## src/inc/rmsu_pkg.sv

```systemverilog
// Constants, register map and operation codes of the rotate, mask and shift unit
package rmsu_pkg;

   localparam int DATA_W = 32;
   localparam int ADDR_W = 8;
   localparam int CNT_W  = 5;
   localparam int BYTE_W = 8;
   localparam int STRB_W = DATA_W / BYTE_W;

   // Instruction fields; the most significant instruction bit is our bit 31
   localparam int OPCD_HI  = 31;
   localparam int OPCD_LO  = 26;
   localparam int TGT_HI   = 20;
   localparam int TGT_LO   = 16;
   localparam int ROT_HI   = 15;
   localparam int ROT_LO   = 11;
   localparam int MBEG_HI  = 10;
   localparam int MBEG_LO  = 6;
   localparam int MEND_HI  = 5;
   localparam int MEND_LO  = 1;
   localparam int XO_HI    = 10;
   localparam int XO_LO    = 1;
   localparam int REC_BIT  = 0;
   localparam int SIGN_BIT = 31;

   // Amount operand: count in the low five bits, overflow bit above them
   localparam int AMT_HI   = 4;
   localparam int AMT_LO   = 0;
   localparam int AMT_OVER = 5;

   localparam logic [5:0] OPCD_INSERT  = 6'h14;
   localparam logic [5:0] OPCD_AND_IMM = 6'h15;
   localparam logic [5:0] OPCD_AND_REG = 6'h17;
   localparam logic [5:0] OPCD_EXT     = 6'h1f;
   localparam logic [9:0] XO_SLW       = 10'h018;
   localparam logic [9:0] XO_SRAW      = 10'h318;

   localparam logic [CNT_W-1:0] MASK_FIRST = 5'h00;
   localparam logic [CNT_W-1:0] MASK_LAST  = 5'h1f;
   localparam logic [CNT_W:0]   ROT_WRAP   = 6'h20;

   // Register byte offsets
   localparam logic [ADDR_W-1:0] OFS_INSTR  = 8'h00;
   localparam logic [ADDR_W-1:0] OFS_SRC    = 8'h04;
   localparam logic [ADDR_W-1:0] OFS_TGT    = 8'h08;
   localparam logic [ADDR_W-1:0] OFS_AMT    = 8'h0c;
   localparam logic [ADDR_W-1:0] OFS_EXC    = 8'h10;
   localparam logic [ADDR_W-1:0] OFS_COND   = 8'h14;
   localparam logic [ADDR_W-1:0] OFS_STATUS = 8'h18;

   // Fixed-point exception register bits
   localparam int EXC_W  = 2;
   localparam int EXC_CY = 0;
   localparam int EXC_SO = 1;

   // Condition field zero bits
   localparam int CR_W  = 4;
   localparam int CR_LT = 3;
   localparam int CR_GT = 2;
   localparam int CR_EQ = 1;
   localparam int CR_SO = 0;

   // Status register bits
   localparam int ST_DONE    = 0;
   localparam int ST_ILLEGAL = 1;
   localparam int ST_TGT_LO  = 8;
   localparam int ST_TGT_HI  = 12;

   localparam logic [DATA_W-1:0] RST_WORD = 32'h0000_0000;
   localparam logic [1:0] RESP_OKAY   = 2'h0;
   localparam logic [1:0] RESP_SLVERR = 2'h2;

   typedef enum logic [2:0] {
      OP_NONE,
      OP_INSERT,
      OP_AND_IMM,
      OP_AND_REG,
      OP_SLW,
      OP_SRAW
   } rmsu_op_e;

endpackage

```

## src/rmsu_mask_gen.sv

```systemverilog
// Run-of-ones mask generator with wrap-around
`timescale 1ns/1ps
module rmsu_mask_gen (
   input  wire logic [rmsu_pkg::CNT_W-1:0]  mask_begin,
   input  wire logic [rmsu_pkg::CNT_W-1:0]  mask_end,
   input  wire logic                        mask_zero,
   output logic      [rmsu_pkg::DATA_W-1:0] mask
);
   import rmsu_pkg::*;

   logic [CNT_W-1:0] pos;

   // Positions count from the most significant bit, as in the encoding
   always_comb begin
      mask = '0;
      pos  = '0;
      for (int i = 0; i < DATA_W; i++) begin
         pos = CNT_W'(i);
         if (mask_zero) begin
            mask[DATA_W-1-i] = 1'b0;
         end else if (mask_begin <= mask_end) begin
            mask[DATA_W-1-i] = (pos >= mask_begin) && (pos <= mask_end); // [RQ1]
         end else begin
            mask[DATA_W-1-i] = (pos >= mask_begin) || (pos <= mask_end); // [RQ2]
         end
      end
   end

endmodule // rmsu_mask_gen

```

## src/rmsu_rotl.sv

```systemverilog
// 32-bit left rotator
`timescale 1ns/1ps
module rmsu_rotl (
   input  wire logic [rmsu_pkg::DATA_W-1:0] data_in,
   input  wire logic [rmsu_pkg::CNT_W-1:0]  amount,
   output logic      [rmsu_pkg::DATA_W-1:0] rotated
);
   import rmsu_pkg::*;

   logic [2*DATA_W-1:0] wide;

   // Doubling the word turns the rotate into a plain shift
   assign wide    = {data_in, data_in} << amount;
   assign rotated = wide[2*DATA_W-1:DATA_W];

endmodule // rmsu_rotl

```

## src/rmsu_top.sv

```systemverilog
// Rotate, mask and shift unit with its AXI4-Lite register slave
//
// Our own choices: the placing of the registers and the AXI4-Lite interface to the registers.
`timescale 1ns/1ps

// What this block does
// [RQ1] Build a 32-bit mask of ones from begin position through end position.
// [RQ2] When begin lies after end, the run of ones wraps round the word.
// [RQ3] Opcode 20: rotate source, insert into target under the mask.
// [RQ4] Opcode 21: rotate source by immediate, AND with mask, write target.
// [RQ5] Opcode 23: rotate by amount low five bits, AND with mask, write target.
// [RQ6] Extended 24: shift left with zero fill; overflow bit clears the target.
// [RQ7] Extended 792: arithmetic right shift, vacated bits copy the sign.
// [RQ8] Carry set when source negative and a one was shifted out.
// [RQ9] Overflow bit set: target bits and carry all equal the sign.
// [RQ10] Record bit updates condition field from result sign, zero, summary overflow.
// [RQ11] Opcode top six bits, register, mask fields below, record bit lowest.
module rmsu_top (
   input  wire logic                        aclk,
   input  wire logic                        aresetn,
   input  wire logic [rmsu_pkg::ADDR_W-1:0] awaddr,
   input  wire logic                        awvalid,
   output logic                             awready,
   input  wire logic [rmsu_pkg::DATA_W-1:0] wdata,
   input  wire logic [rmsu_pkg::STRB_W-1:0] wstrb,
   input  wire logic                        wvalid,
   output logic                             wready,
   output logic      [1:0]                  bresp,
   output logic                             bvalid,
   input  wire logic                        bready,
   input  wire logic [rmsu_pkg::ADDR_W-1:0] araddr,
   input  wire logic                        arvalid,
   output logic                             arready,
   output logic      [rmsu_pkg::DATA_W-1:0] rdata,
   output logic      [1:0]                  rresp,
   output logic                             rvalid,
   input  wire logic                        rready
);
   import rmsu_pkg::*;

   logic [DATA_W-1:0] instr;
   logic [DATA_W-1:0] src;
   logic [DATA_W-1:0] tgt;
   logic [DATA_W-1:0] amt;
   logic [EXC_W-1:0]  exc;
   logic [CR_W-1:0]   cond;
   logic              done;
   logic              illegal;
   logic              exec_pend;

   logic              aw_hold;
   logic              w_hold;
   logic [ADDR_W-1:0] wr_addr;
   logic [DATA_W-1:0] wr_data;
   logic [STRB_W-1:0] wr_strb;
   logic              wr_fire;

   rmsu_op_e          op;
   logic [CNT_W-1:0]  rot_amt;
   logic [CNT_W-1:0]  mask_begin;
   logic [CNT_W-1:0]  mask_end;
   logic              mask_zero;
   logic [DATA_W-1:0] mask;
   logic [DATA_W-1:0] rotated;
   logic [DATA_W-1:0] result;
   logic              sign;
   logic              carry;
   logic              res_lt;
   logic              res_eq;
   logic              commit;

   logic [DATA_W-1:0] rd_word;
   logic              rd_ok;
   logic              wr_ok;
   logic [DATA_W-1:0] status_word;

   function automatic logic [DATA_W-1:0] merge_bytes(input logic [DATA_W-1:0] old_v,
                                                     input logic [DATA_W-1:0] new_v,
                                                     input logic [STRB_W-1:0] strb);
      logic [DATA_W-1:0] v;
      v = old_v;
      for (int b = 0; b < STRB_W; b++) begin
         if (strb[b]) begin
            v[b*BYTE_W +: BYTE_W] = new_v[b*BYTE_W +: BYTE_W];
         end
      end
      return v;
   endfunction

   // Instruction decode
   always_comb begin
      op = OP_NONE;
      unique case (instr[OPCD_HI:OPCD_LO]) // [RQ11]
         OPCD_INSERT: begin
            op = OP_INSERT;
         end
         OPCD_AND_IMM: begin
            op = OP_AND_IMM;
         end
         OPCD_AND_REG: begin
            op = OP_AND_REG;
         end
         OPCD_EXT: begin
            if (instr[XO_HI:XO_LO] == XO_SLW) begin
               op = OP_SLW;
            end else if (instr[XO_HI:XO_LO] == XO_SRAW) begin
               op = OP_SRAW;
            end
         end
         default: begin
            op = OP_NONE;
         end
      endcase
   end

   // Operand steering: every operation is a rotate plus a mask
   always_comb begin
      rot_amt    = instr[ROT_HI:ROT_LO];
      mask_begin = instr[MBEG_HI:MBEG_LO]; // [RQ11]
      mask_end   = instr[MEND_HI:MEND_LO];
      mask_zero  = 1'b0;
      unique case (op)
         OP_NONE, OP_INSERT, OP_AND_IMM: begin
            rot_amt = instr[ROT_HI:ROT_LO]; // [RQ3] [RQ4]
         end
         OP_AND_REG: begin
            rot_amt = amt[AMT_HI:AMT_LO]; // [RQ5]
         end
         OP_SLW: begin
            rot_amt    = amt[AMT_HI:AMT_LO]; // [RQ6]
            mask_begin = MASK_FIRST;
            mask_end   = MASK_LAST - amt[AMT_HI:AMT_LO];
            mask_zero  = amt[AMT_OVER];
         end
         OP_SRAW: begin
            rot_amt    = CNT_W'(ROT_WRAP - {1'b0, amt[AMT_HI:AMT_LO]}); // [RQ7]
            mask_begin = amt[AMT_HI:AMT_LO];
            mask_end   = MASK_LAST;
            mask_zero  = amt[AMT_OVER]; // [RQ9]
         end
      endcase
   end

   rmsu_rotl u_rotl (
      .data_in (src),
      .amount  (rot_amt),
      .rotated (rotated)
   );

   rmsu_mask_gen u_mask (
      .mask_begin (mask_begin),
      .mask_end   (mask_end),
      .mask_zero  (mask_zero),
      .mask       (mask)
   );

   assign sign = src[SIGN_BIT];

   always_comb begin
      result = tgt;
      unique case (op)
         OP_NONE: begin
            result = tgt;
         end
         OP_INSERT: begin
            result = (rotated & mask) | (tgt & ~mask); // [RQ3]
         end
         OP_AND_IMM, OP_AND_REG, OP_SLW: begin
            result = rotated & mask; // [RQ4] [RQ5] [RQ6]
         end
         OP_SRAW: begin
            result = (rotated & mask) | ({DATA_W{sign}} & ~mask); // [RQ7] [RQ9]
         end
      endcase
   end

   // Bits outside the mask are exactly the ones shifted out
   assign carry  = sign && (|(rotated & ~mask)); // [RQ8] [RQ9]
   assign res_lt = result[SIGN_BIT];
   assign res_eq = (result == RST_WORD);
   assign commit = exec_pend && (op != OP_NONE);

   // Write channel bookkeeping
   assign wr_fire = aw_hold && w_hold && !bvalid;

   always_ff @(posedge aclk) begin
      if (!aresetn) begin
         awready <= 1'b0;
         aw_hold <= 1'b0;
         wr_addr <= '0;
      end else if (awvalid && awready) begin
         awready <= 1'b0;
         aw_hold <= 1'b1;
         wr_addr <= awaddr;
      end else if (wr_fire) begin
         aw_hold <= 1'b0;
      end else if (!aw_hold && !bvalid) begin
         awready <= 1'b1;
      end
   end

   always_ff @(posedge aclk) begin
      if (!aresetn) begin
         wready  <= 1'b0;
         w_hold  <= 1'b0;
         wr_data <= RST_WORD;
         wr_strb <= '0;
      end else if (wvalid && wready) begin
         wready  <= 1'b0;
         w_hold  <= 1'b1;
         wr_data <= wdata;
         wr_strb <= wstrb;
      end else if (wr_fire) begin
         w_hold <= 1'b0;
      end else if (!w_hold && !bvalid) begin
         wready <= 1'b1;
      end
   end

   // Read-only registers accept writes silently
   always_comb begin
      unique case (wr_addr)
         OFS_INSTR, OFS_SRC, OFS_TGT, OFS_AMT, OFS_EXC, OFS_COND, OFS_STATUS: begin
            wr_ok = 1'b1;
         end
         default: begin
            wr_ok = 1'b0;
         end
      endcase
   end

   always_ff @(posedge aclk) begin
      if (!aresetn) begin
         bvalid <= 1'b0;
         bresp  <= RESP_OKAY;
      end else if (wr_fire) begin
         bvalid <= 1'b1;
         bresp  <= wr_ok ? RESP_OKAY : RESP_SLVERR;
      end else if (bvalid && bready) begin
         bvalid <= 1'b0;
      end
   end

   // Software-written operand registers
   always_ff @(posedge aclk) begin
      if (!aresetn) begin
         instr <= RST_WORD;
         src   <= RST_WORD;
         amt   <= RST_WORD;
      end else if (wr_fire) begin
         if (wr_addr == OFS_INSTR) begin
            instr <= merge_bytes(instr, wr_data, wr_strb);
         end
         if (wr_addr == OFS_SRC) begin
            src <= merge_bytes(src, wr_data, wr_strb);
         end
         if (wr_addr == OFS_AMT) begin
            amt <= merge_bytes(amt, wr_data, wr_strb);
         end
      end
   end

   // Execution is launched by the instruction write, one cycle later
   always_ff @(posedge aclk) begin
      if (!aresetn) begin
         exec_pend <= 1'b0;
         done      <= 1'b0;
         illegal   <= 1'b0;
      end else if (wr_fire && (wr_addr == OFS_INSTR)) begin
         exec_pend <= 1'b1;
         done      <= 1'b0;
         illegal   <= 1'b0;
      end else if (exec_pend) begin
         exec_pend <= 1'b0;
         done      <= 1'b1;
         illegal   <= (op == OP_NONE);
      end
   end

   // Hardware update wins over a software write in the same cycle
   always_ff @(posedge aclk) begin
      if (!aresetn) begin
         tgt <= RST_WORD;
      end else if (commit) begin
         tgt <= result; // [RQ3] [RQ4] [RQ5] [RQ6] [RQ7]
      end else if (wr_fire && (wr_addr == OFS_TGT)) begin
         tgt <= merge_bytes(tgt, wr_data, wr_strb);
      end
   end

   always_ff @(posedge aclk) begin
      if (!aresetn) begin
         exc <= '0;
      end else begin
         if (wr_fire && (wr_addr == OFS_EXC)) begin
            exc <= wr_strb[0] ? wr_data[EXC_W-1:0] : exc;
         end
         if (exec_pend && (op == OP_SRAW)) begin
            exc[EXC_CY] <= carry; // [RQ8] [RQ9]
         end
      end
   end

   // Record form: signed compare of the result against zero
   always_ff @(posedge aclk) begin
      if (!aresetn) begin
         cond <= '0;
      end else if (commit && instr[REC_BIT]) begin
         cond[CR_LT] <= res_lt; // [RQ10]
         cond[CR_GT] <= !res_lt && !res_eq;
         cond[CR_EQ] <= res_eq;
         cond[CR_SO] <= exc[EXC_SO];
      end
   end

   // Read path
   always_comb begin
      status_word                       = RST_WORD;
      status_word[ST_DONE]              = done;
      status_word[ST_ILLEGAL]           = illegal;
      status_word[ST_TGT_HI:ST_TGT_LO]  = instr[TGT_HI:TGT_LO];
   end

   always_comb begin
      rd_word = RST_WORD;
      rd_ok   = 1'b1;
      unique case (araddr)
         OFS_INSTR: begin
            rd_word = instr;
         end
         OFS_SRC: begin
            rd_word = src;
         end
         OFS_TGT: begin
            rd_word = tgt;
         end
         OFS_AMT: begin
            rd_word = amt;
         end
         OFS_EXC: begin
            rd_word[EXC_W-1:0] = exc;
         end
         OFS_COND: begin
            rd_word[CR_W-1:0] = cond;
         end
         OFS_STATUS: begin
            rd_word = status_word;
         end
         default: begin
            rd_ok = 1'b0;
         end
      endcase
   end

   always_ff @(posedge aclk) begin
      if (!aresetn) begin
         arready <= 1'b0;
         rvalid  <= 1'b0;
         rdata   <= RST_WORD;
         rresp   <= RESP_OKAY;
      end else if (arvalid && arready) begin
         arready <= 1'b0;
         rvalid  <= 1'b1;
         rdata   <= rd_word;
         rresp   <= rd_ok ? RESP_OKAY : RESP_SLVERR;
      end else if (rvalid && rready) begin
         rvalid <= 1'b0;
      end else if (!rvalid) begin
         arready <= 1'b1;
      end
   end

endmodule // rmsu_top

```

## config.mk

```make
export PLATFORM = sky130hd
export DESIGN_NAME = rmsu_top
export DESIGN_NICKNAME = d
export VERILOG_FILES = /design/src/inc/rmsu_pkg.sv /design/src/rmsu_mask_gen.sv /design/src/rmsu_rotl.sv /design/src/rmsu_top.sv
export SDC_FILE = /design/constraint.sdc
export NUM_CORES = 1
export LEC_CHECK = 0
export BUFFER_PORTS_ARGS = -buffer_cell sky130_fd_sc_hd__buf_2
export CELL_PAD_IN_SITES_DETAIL_PLACEMENT = 1
export CELL_PAD_IN_SITES_GLOBAL_PLACEMENT = 2
export CORE_MARGIN = 10
export CORE_UTILIZATION = 33
export CTS_CLUSTER_SIZE = 14
export DETAILED_ROUTE_END_ITERATION = 6
export GPL_ROUTABILITY_DRIVEN = 0
export PLACE_DENSITY_LB_ADDON = 0.1
export SYNTH_ARGS = -nofsm -noshare
export SYNTH_HDL_FRONTEND = slang
export SYNTH_HIERARCHICAL = 1
export SYNTH_SLANG_ARGS = --single-unit
```

## constraint.sdc

```tcl
create_clock -name aclk -period 4.6 [get_ports aclk]
set_clock_uncertainty 0.1 [all_clocks]
set_input_delay 0.46 -clock aclk [delete_from_list [all_inputs] [get_ports aclk]]
set_output_delay 0.46 -clock aclk [all_outputs]
set_load 0.1 [all_outputs]
```

Word-level counts from Yosys, hierarchy flattened
Cells that the tools add are included.
{ "classes": {"shifts": 1, "n_eq_ne": 23, "bitwise": 11, "magnitude_cmp": 65, "mux": 96, "n_reduce_logical": 134, "addsub": 2} }
{ "ops": {"columns": ["operator", "count"], "rows": [
  ["28-bit one-hot mux with 5 select lines", 1],
  ["32-bit AND", 4],
  ["32-bit one-hot mux with 4 select lines", 1],
  ["5-bit >= comparator (first input constant)", 16],
  ["5-bit less-or-equal comparator (first input constant)", 16],
  ["1-bit two-way mux", 78],
  ["32-bit two-way mux", 2],
  ["32-bit bitwise OR", 2],
  ["64-bit by 5-bit left shift with 64-bit output", 1],
  ["1-bit logical AND", 49],
  ["8-bit by 5-bit equality test with 1-bit output (second input constant)", 6],
  ["4-bit by 5-bit >= comparator with 1-bit output (first input constant)", 8],
  ["4-bit by 5-bit less-or-equal comparator with 1-bit output (first input constant)", 8],
  ["3-bit AND reduction", 12],
  ["8-bit by 4-bit equality test with 1-bit output (second input constant)", 4],
  ["32-bit zero test", 1],
  ["1-bit logical OR", 32],
  ["8-bit two-way mux", 4],
  ["32-bit NOT", 1],
  ["32-bit OR reduction", 1],
  ["6-bit by 5-bit equality test with 1-bit output (second input constant)", 4],
  ["2-bit nonzero test", 11],
  ["3-bit by 5-bit >= comparator with 1-bit output (first input constant)", 4],
  ["3-bit by 5-bit less-or-equal comparator with 1-bit output (first input constant)", 4],
  ["other kinds (29)", 62]
]} }
{ "totals": {"register_bits": 224, "wordCells": 367, "input_bits": 59} }

Longest topological paths before layout
{ "depth": {"ltp_word": 17, "ltp_mapped": 24} }

Modules after synthesis
The synthesis kept the hierarchy.
{ "modules_own_cells": {"columns": ["module", "area_per_inst_um2", "cells_per_inst", "seq_area_each_um2", "instances"], "rows": [
  ["rmsu_top", 10934.2, 1424, 4444.3, 1],
  ["rmsu_rotl", 1949.4, 116, 0.0, 1],
  ["rmsu_mask_gen", 1487.7, 252, 0.0, 1]
]} }

Worst setup path after synthesis
OpenSTA, ideal clock, no wires.
{ "synth_timing": {"kind": "reg-to-reg", "start": "register instr[29]", "end": "register cond[2]", "stages_incl_launch_ff": 22, "setup_ns": 0.115, "t_arrival_ns": 4.387, "n_path_buf": 3, "period_less_slack_ns": 4.602, "setup_slack_ns": -0.002, "cell_sequence": "dfxtp_1 -> and4b_1 -> nand4_4 -> clkbuf_1 -> nor2_1 -> clkbuf_1 -> nor2_1 -> o21ai_0 -> inv_2 -> ha_1 -> nand4_2 -> o221ai_4 -> buf_6 -> a21oi_1 -> nor4_1 -> nand3b_1 -> o211ai_1 -> a22oi_1 -> nand4_1 -> nor4_1 -> nand4_1 -> a31o_1"} }
{ "synth_between": {"elab_chain_len": 15} }
{ "synth_rtl": {"columns": ["item", "line_no", "text"], "rows": [
  ["from (decl)", "rmsu_top.sv:41", "logic [DATA_W-1:0] instr;"],
  ["from (signal assigned)", "rmsu_top.sv:252", "instr <= merge_bytes(instr, wr_data, wr_strb);"],
  ["6-bit by 5-bit equality test with 1-bit output", "rmsu_top.sv:93", "unique case (instr[OPCD_HI:OPCD_LO])"],
  ["3-bit one-hot mux with 4 select lines *", "rmsu_top.sv:93", null],
  ["3-bit equality test", "rmsu_top.sv:122", "unique case (op)"],
  ["5-bit one-hot mux with 2 select lines *", "rmsu_top.sv:122", null],
  ["named net mask_end[2]", "rmsu_top.sv:61", "logic [CNT_W-1:0] mask_end;"],
  ["5-bit less-or-equal comparator", "rmsu_mask_gen.sv:22, rmsu_mask_gen.sv:24", null],
  ["1-bit logical OR / 1-bit logical AND (equally long branches)", "rmsu_mask_gen.sv:24, rmsu_mask_gen.sv:22", null],
  ["1-bit two-way mux *", "rmsu_mask_gen.sv:21", "end else if (mask_begin <= mask_end) begin"],
  ["1-bit two-way mux *", "rmsu_mask_gen.sv:19", "if (mask_zero) begin"],
  ["named net mask[9]", "rmsu_top.sv:63", "logic [DATA_W-1:0] mask;"],
  ["32-bit NOT", "rmsu_top.sv:166, rmsu_top.sv:172", null],
  ["32-bit AND (on tied branches)", "rmsu_top.sv:172, rmsu_top.sv:166", null],
  ["32-bit bitwise OR (on tied branches)", "rmsu_top.sv:172, rmsu_top.sv:166", null],
  ["32-bit one-hot mux with 4 select lines *", "rmsu_top.sv:161", "unique case (op)"],
  ["32-bit zero test *", "rmsu_top.sv:180", "assign res_eq = (result == RST_WORD);"],
  ["1-bit zero test *", "rmsu_top.sv:310", "cond[CR_GT] <= !res_lt && !res_eq;"],
  ["1-bit logical AND *", "rmsu_top.sv:310", null],
  ["to (signal, indexed assignment)", "rmsu_top.sv:310", null],
  ["to (signal, indexed assignment)", "rmsu_top.sv:311", "cond[CR_EQ] <= res_eq;"],
  ["to (signal, indexed assignment)", "rmsu_top.sv:312", "cond[CR_SO] <= exc[EXC_SO];"],
  ["to (decl)", "rmsu_top.sv:46", "logic [CR_W-1:0] cond;"]
]} }
The timed path passes the listed nets; every way through them passes the cells marked *.
A chain may end at the register's enable or synchronous reset.

Final worst setup path
{ "layout_timing": {"start": "register instr[6]", "end": "register cond[2]"} }
{ "layout_lines": {"columns": ["item", "line_no", "text"], "rows": [
  ["10-bit equality test", "rmsu_top.sv:106", "end else if (instr[XO_HI:XO_LO] == XO_SRAW) begin"],
  ["3-bit two-way mux", "rmsu_top.sv:106", null],
  ["3-bit two-way mux *", "rmsu_top.sv:104", "if (instr[XO_HI:XO_LO] == XO_SLW) begin"],
  ["3-bit one-hot mux with 4 select lines *", "rmsu_top.sv:93", null],
  ["3-bit by 2-bit equality test with 1-bit output, or another cell as far along", "rmsu_top.sv:122", null],
  ["3-bit OR reduction / 2-bit OR reduction (equally long branches)", null, null],
  ["5-bit one-hot mux with 3 select lines *", "rmsu_top.sv:122", null],
  ["named net rot_amt[1]", "rmsu_top.sv:59", "logic [CNT_W-1:0] rot_amt;"],
  ["64-bit by 5-bit left shift with 64-bit output *", "rmsu_rotl.sv:13", "assign wide = {data_in, data_in} << amount;"],
  ["named net rotated[21]", "rmsu_top.sv:64", "logic [DATA_W-1:0] rotated;"],
  ["32-bit AND *", "rmsu_top.sv:166, rmsu_top.sv:169, rmsu_top.sv:172", null],
  ["32-bit bitwise OR (on tied branches)", "rmsu_top.sv:172, rmsu_top.sv:166", null],
  ["32-bit one-hot mux with 4 select lines *", "rmsu_top.sv:161", null],
  ["32-bit zero test *", "rmsu_top.sv:180", null],
  ["1-bit zero test *", "rmsu_top.sv:310", null],
  ["1-bit logical AND *", "rmsu_top.sv:310", null]
]} }
Marks and branches as above.

==> metrics.md <==
| Metric | Value |
|---|---|
| Largest net degree at the start of global routing | `between 80 and 90` |
| CP endpoint | `cond[2]` |
| Via density | `6.05` |
| Worst reg2reg setup slack | `-300 ps` |
| NumNets Final | `about 2100` |
| Vias in the first global route | `between 15000 and 20000` |
| Lkg Pwr | `0.00644 uW` |
| Global route overflow | `0` |
| Die area | `about 52000 um^2` |
| Worst reg2reg path endpoint | `cond[2]` |
| Core ar. | `43100 um^2` |
| Slew @ Worst Pin | `986 ps` |
| Post-synthesis sequential area ratio | `30.9%` |
| CP startpoint kind | `flop` |
| Area delta synth->final | `26.8%` |
| Largest cells by area after synthesis | `dfxtp_1 (31%), mux4_2 (10%), nand2_1 (8.5%)` |
| Non-filler cells, final | `2589` |
| Site row count | `76` |
| Layout Utilization | `a little over two fifths` |
| Layout cells sized above 1 | `approximately 29%` |
| DR vias | `15700` |
| WL/cell | `about 26 um` |
| FF+latch count, synth | `around 220` |
| CTS max path bufs | `3` |
| Synth async-reset ratio | `0%` |
| Post-synth cell types | `78` |
| H-Tree Depth | `1` |
| Fmax | `204 MHz` |
| Syn avg cell area | `8.02 um^2` |
| Root buf cell | `clkbuf_16` |
| Final Hold Fails | `0` |
| Ports | `100` |
| Clock-pin slew on the worst setup and hold paths | `about 60 ps` |
| Required @ worst endpoint | `4970 ps` |
| Worst Hold Class | `in2reg` |
| Initial antenna violation count | `3` |
| Worst skew pair latency | `580 ps` |
| Status | `finished, violations left` |
| Final Setup Violations | `3` |
| Drt first pass iters | `7` |
| Ys flop type | `dfxtp_1` |
| Final Cycle Share | `107%` |
| DRC violations left | `7` |
| Peak VDD IR | `between 0.2 and 0.3 mV` |
| Setup crit end kind | `flop` |
| N_diodes | `0` |
| Cells after Synth | `about 1800` |
| Final slew viol count | `0` |
| Port Buffers | `97` |
| Total Routing Usage GR | `25.0%` |
| Die Width | `229 um` |
| Clock sink total | `between 200 and 250` |
| RSZ-0062 raised after global routing | `true` |
| Mapped Area | `14400 um^2` |
| Failing checks | `design-rule violations, negative setup slack` |
| Num CTS Buffers | `27` |
| Leading area contributor after synthesis | `dfxtp_1` |
| Cell total after placement | `2503` |
| Post-detail-place hpwl | `51400 um` |
| Remaining antenna violation count | `0` |
| Post-synth EDFFs | `0` |
| Critical Path Fanout Max | `7` |
| Top cell type's share of synthesized area | `between 30 and 40%` |
| Effective utilization at floorplan | `about a third` |
| WS Path Type | `reg2reg` |
| Crit. Startpoint | `instr[6]` |
| CTS tree | `built` |
| Final worst setup slack | `-303 ps` |
| Max_cap viols | `0` |
| Fillers | `between 5000 and 6000` |
| Arrival time worst endpoint | `5270 ps` |
| Power Density | `245 nW/um^2` |
| R2r worst-path depth | `17` |
| Yosys warnings | `6` |
| Initial drt markers | `1608` |
| Die Ht | `229 um` |
| Reg2reg start | `instr[6]` |
| Final wirelength | `about 70000 um` |
| Cts-stage hold buffer count | `0` |
| First-pass GRT wire length | `102000 um` |
| Slew HR | `around a third` |
| Tmin final | `4900 ps` |
[worst min-delay path by stage]
stage / start / endpoint / cells past startpoint
after detailed placement: rdata[4] / rdata[4] / 2
final: wdata[2] / wr_data[2] / 3
after CTS: wdata[10] / wr_data[10] / 3
after global routing: wdata[2] / wr_data[2] / 3
after floorplan: wr_addr[5] / wr_addr[5] / 2
after global placement: rdata[7] / rdata[7] / 2
[cell usage in the layout (no fill, tap or decap), drive strengths merged, types with 13 or more instances in the layout]
master  instances
nand3b         19
a22oi          25
nand4          13
dfxtp         222
nor4           24
mux4           65
a31oi          14
a221oi         14
nand3         166
o21ai          70
a222oi         23
a21oi         189
inv            52
buf           334
o22ai          19
mux2           57
o41ai          24
a311oi         26
nor2b          24
o211ai         29
nor2           65
nand2         325
clkbuf         45
nor3           30
[state kept, by name, indices dropped and copies added, names as in the netlist]
register,count
wready,1
wr_addr,8
rvalid,1
amt,32
done,1
src,32
w_hold,1
exec_pend,1
exc,2
wr_strb,4
awready,1
bresp,1
rresp,1
aw_hold,1
arready,1
instr,32
illegal,1
rdata,32
wr_data,32
tgt,32
cond,4
bvalid,1
[cell type report]
| class | instances | area, um^2 | share of cell area [%] |
|---|---|---|---|
| tap | 585 | 732 | 4.02 |
| multi-input combinational | 1348 | 9380 | 51.5 |
| clock buffer | 44 | 840 | 4.61 |
| inverter | 51 | 196 | 1.08 |
| clock inverter | 4 | 63.8 | 0.350 |
| timing repair buffer | 335 | 2560 | 14.0 |
| sequential | 222 | 4450 | 24.4 |
[Yosys cell counts, drive strengths merged, types with 4 or more instances]
cell	instances
dfxtp	222
a221oi	14
a21boi	4
o21ai	70
mux2i	10
a311oi	26
a21oi	189
o41ai	24
a211oi	11
o211ai	29
a21o	6
nor2	65
a22oi	25
nor2b	24
nand4	13
a22o	11
a31oi	14
a222oi	23
and2	7
inv	50
ha	6
nand3	166
clkbuf	99
buf	73
or3	6
and3	5
nand2	325
o221ai	4
nand3b	19
mux4	65
mux2	57
nor3	30
o31ai	11
o22ai	19
nor4	24
o211a	7
[stage by stage]
| stage | setup WS [ps] | hold WS, ps | cell area [um^2] | TNS (ps) | power [uW] |
|---|---|---|---|---|---|
| final | -303 | 33.9 | 18200 | -612 | 4460 |
| after detailed placement | -525 | 342 | 16500 | -1350 | 2320 |
| after CTS | -195 | 10.2 | 18000 | -382 | 4500 |
| after global routing | -435 | 30.1 | 18200 | -1860 | 4610 |
| after floorplan | 11.2 | 331 | 14400 | 0 | 2220 |
| after global placement | -510 | 332 | 16500 | -1100 | 2320 |
[worst max-delay path, stage by stage, from the launching register on]
cell and delay, ps:
dfxtp_2 320, and4bb_2 350, and4_4 260, nand3_4 110, and2_4 190, a221o_2 460
buf_12 190, mux4_2 500, mux4_2 540, mux2_4 310, nand2_2 70, o41ai_2 60
a22oi_1 290, nand4_1 200, nor4_2 290, buf_4 180, nand4_1 150, a31o_1 240
[power breakdown]
part           switching (uW)  internal (uW)
sequential               54.8           1950
clock                     876           1300
combinational             207           65.4
[logic make-up after synthesis]
group,count (synthesis),synth area share [%]
xor+xnor,1,0.0610
compound gates,504,23.2
flops,222,30.9
simple gates,703,22.9
fa+ha+maj,6,0.522
mux,132,15.4
buf+inv,223,7.01
other cells,1,0.0261
[per-layer routing]
layer / vias up / wire (um) / GRT usage, %
met1: 7889 / 30200 / 34.7
met3: 93 / 4420 / 2.84
met2: 614 / 31200 / 39.7
li1: 7064 / - / -
met5: - / 19 / 0
met4: 4 / 2160 / 8.08
[timing repair]
item,4_1_cts,5_1_grt
pin swaps,31,29
endpoints found under the hold margin,0,0
buffers inserted,26,8
gates cloned,3,1
resized for setup,58,40
endpoints found under the setup margin,9,20
Note: power is estimated with default switching activity, not from simulation.
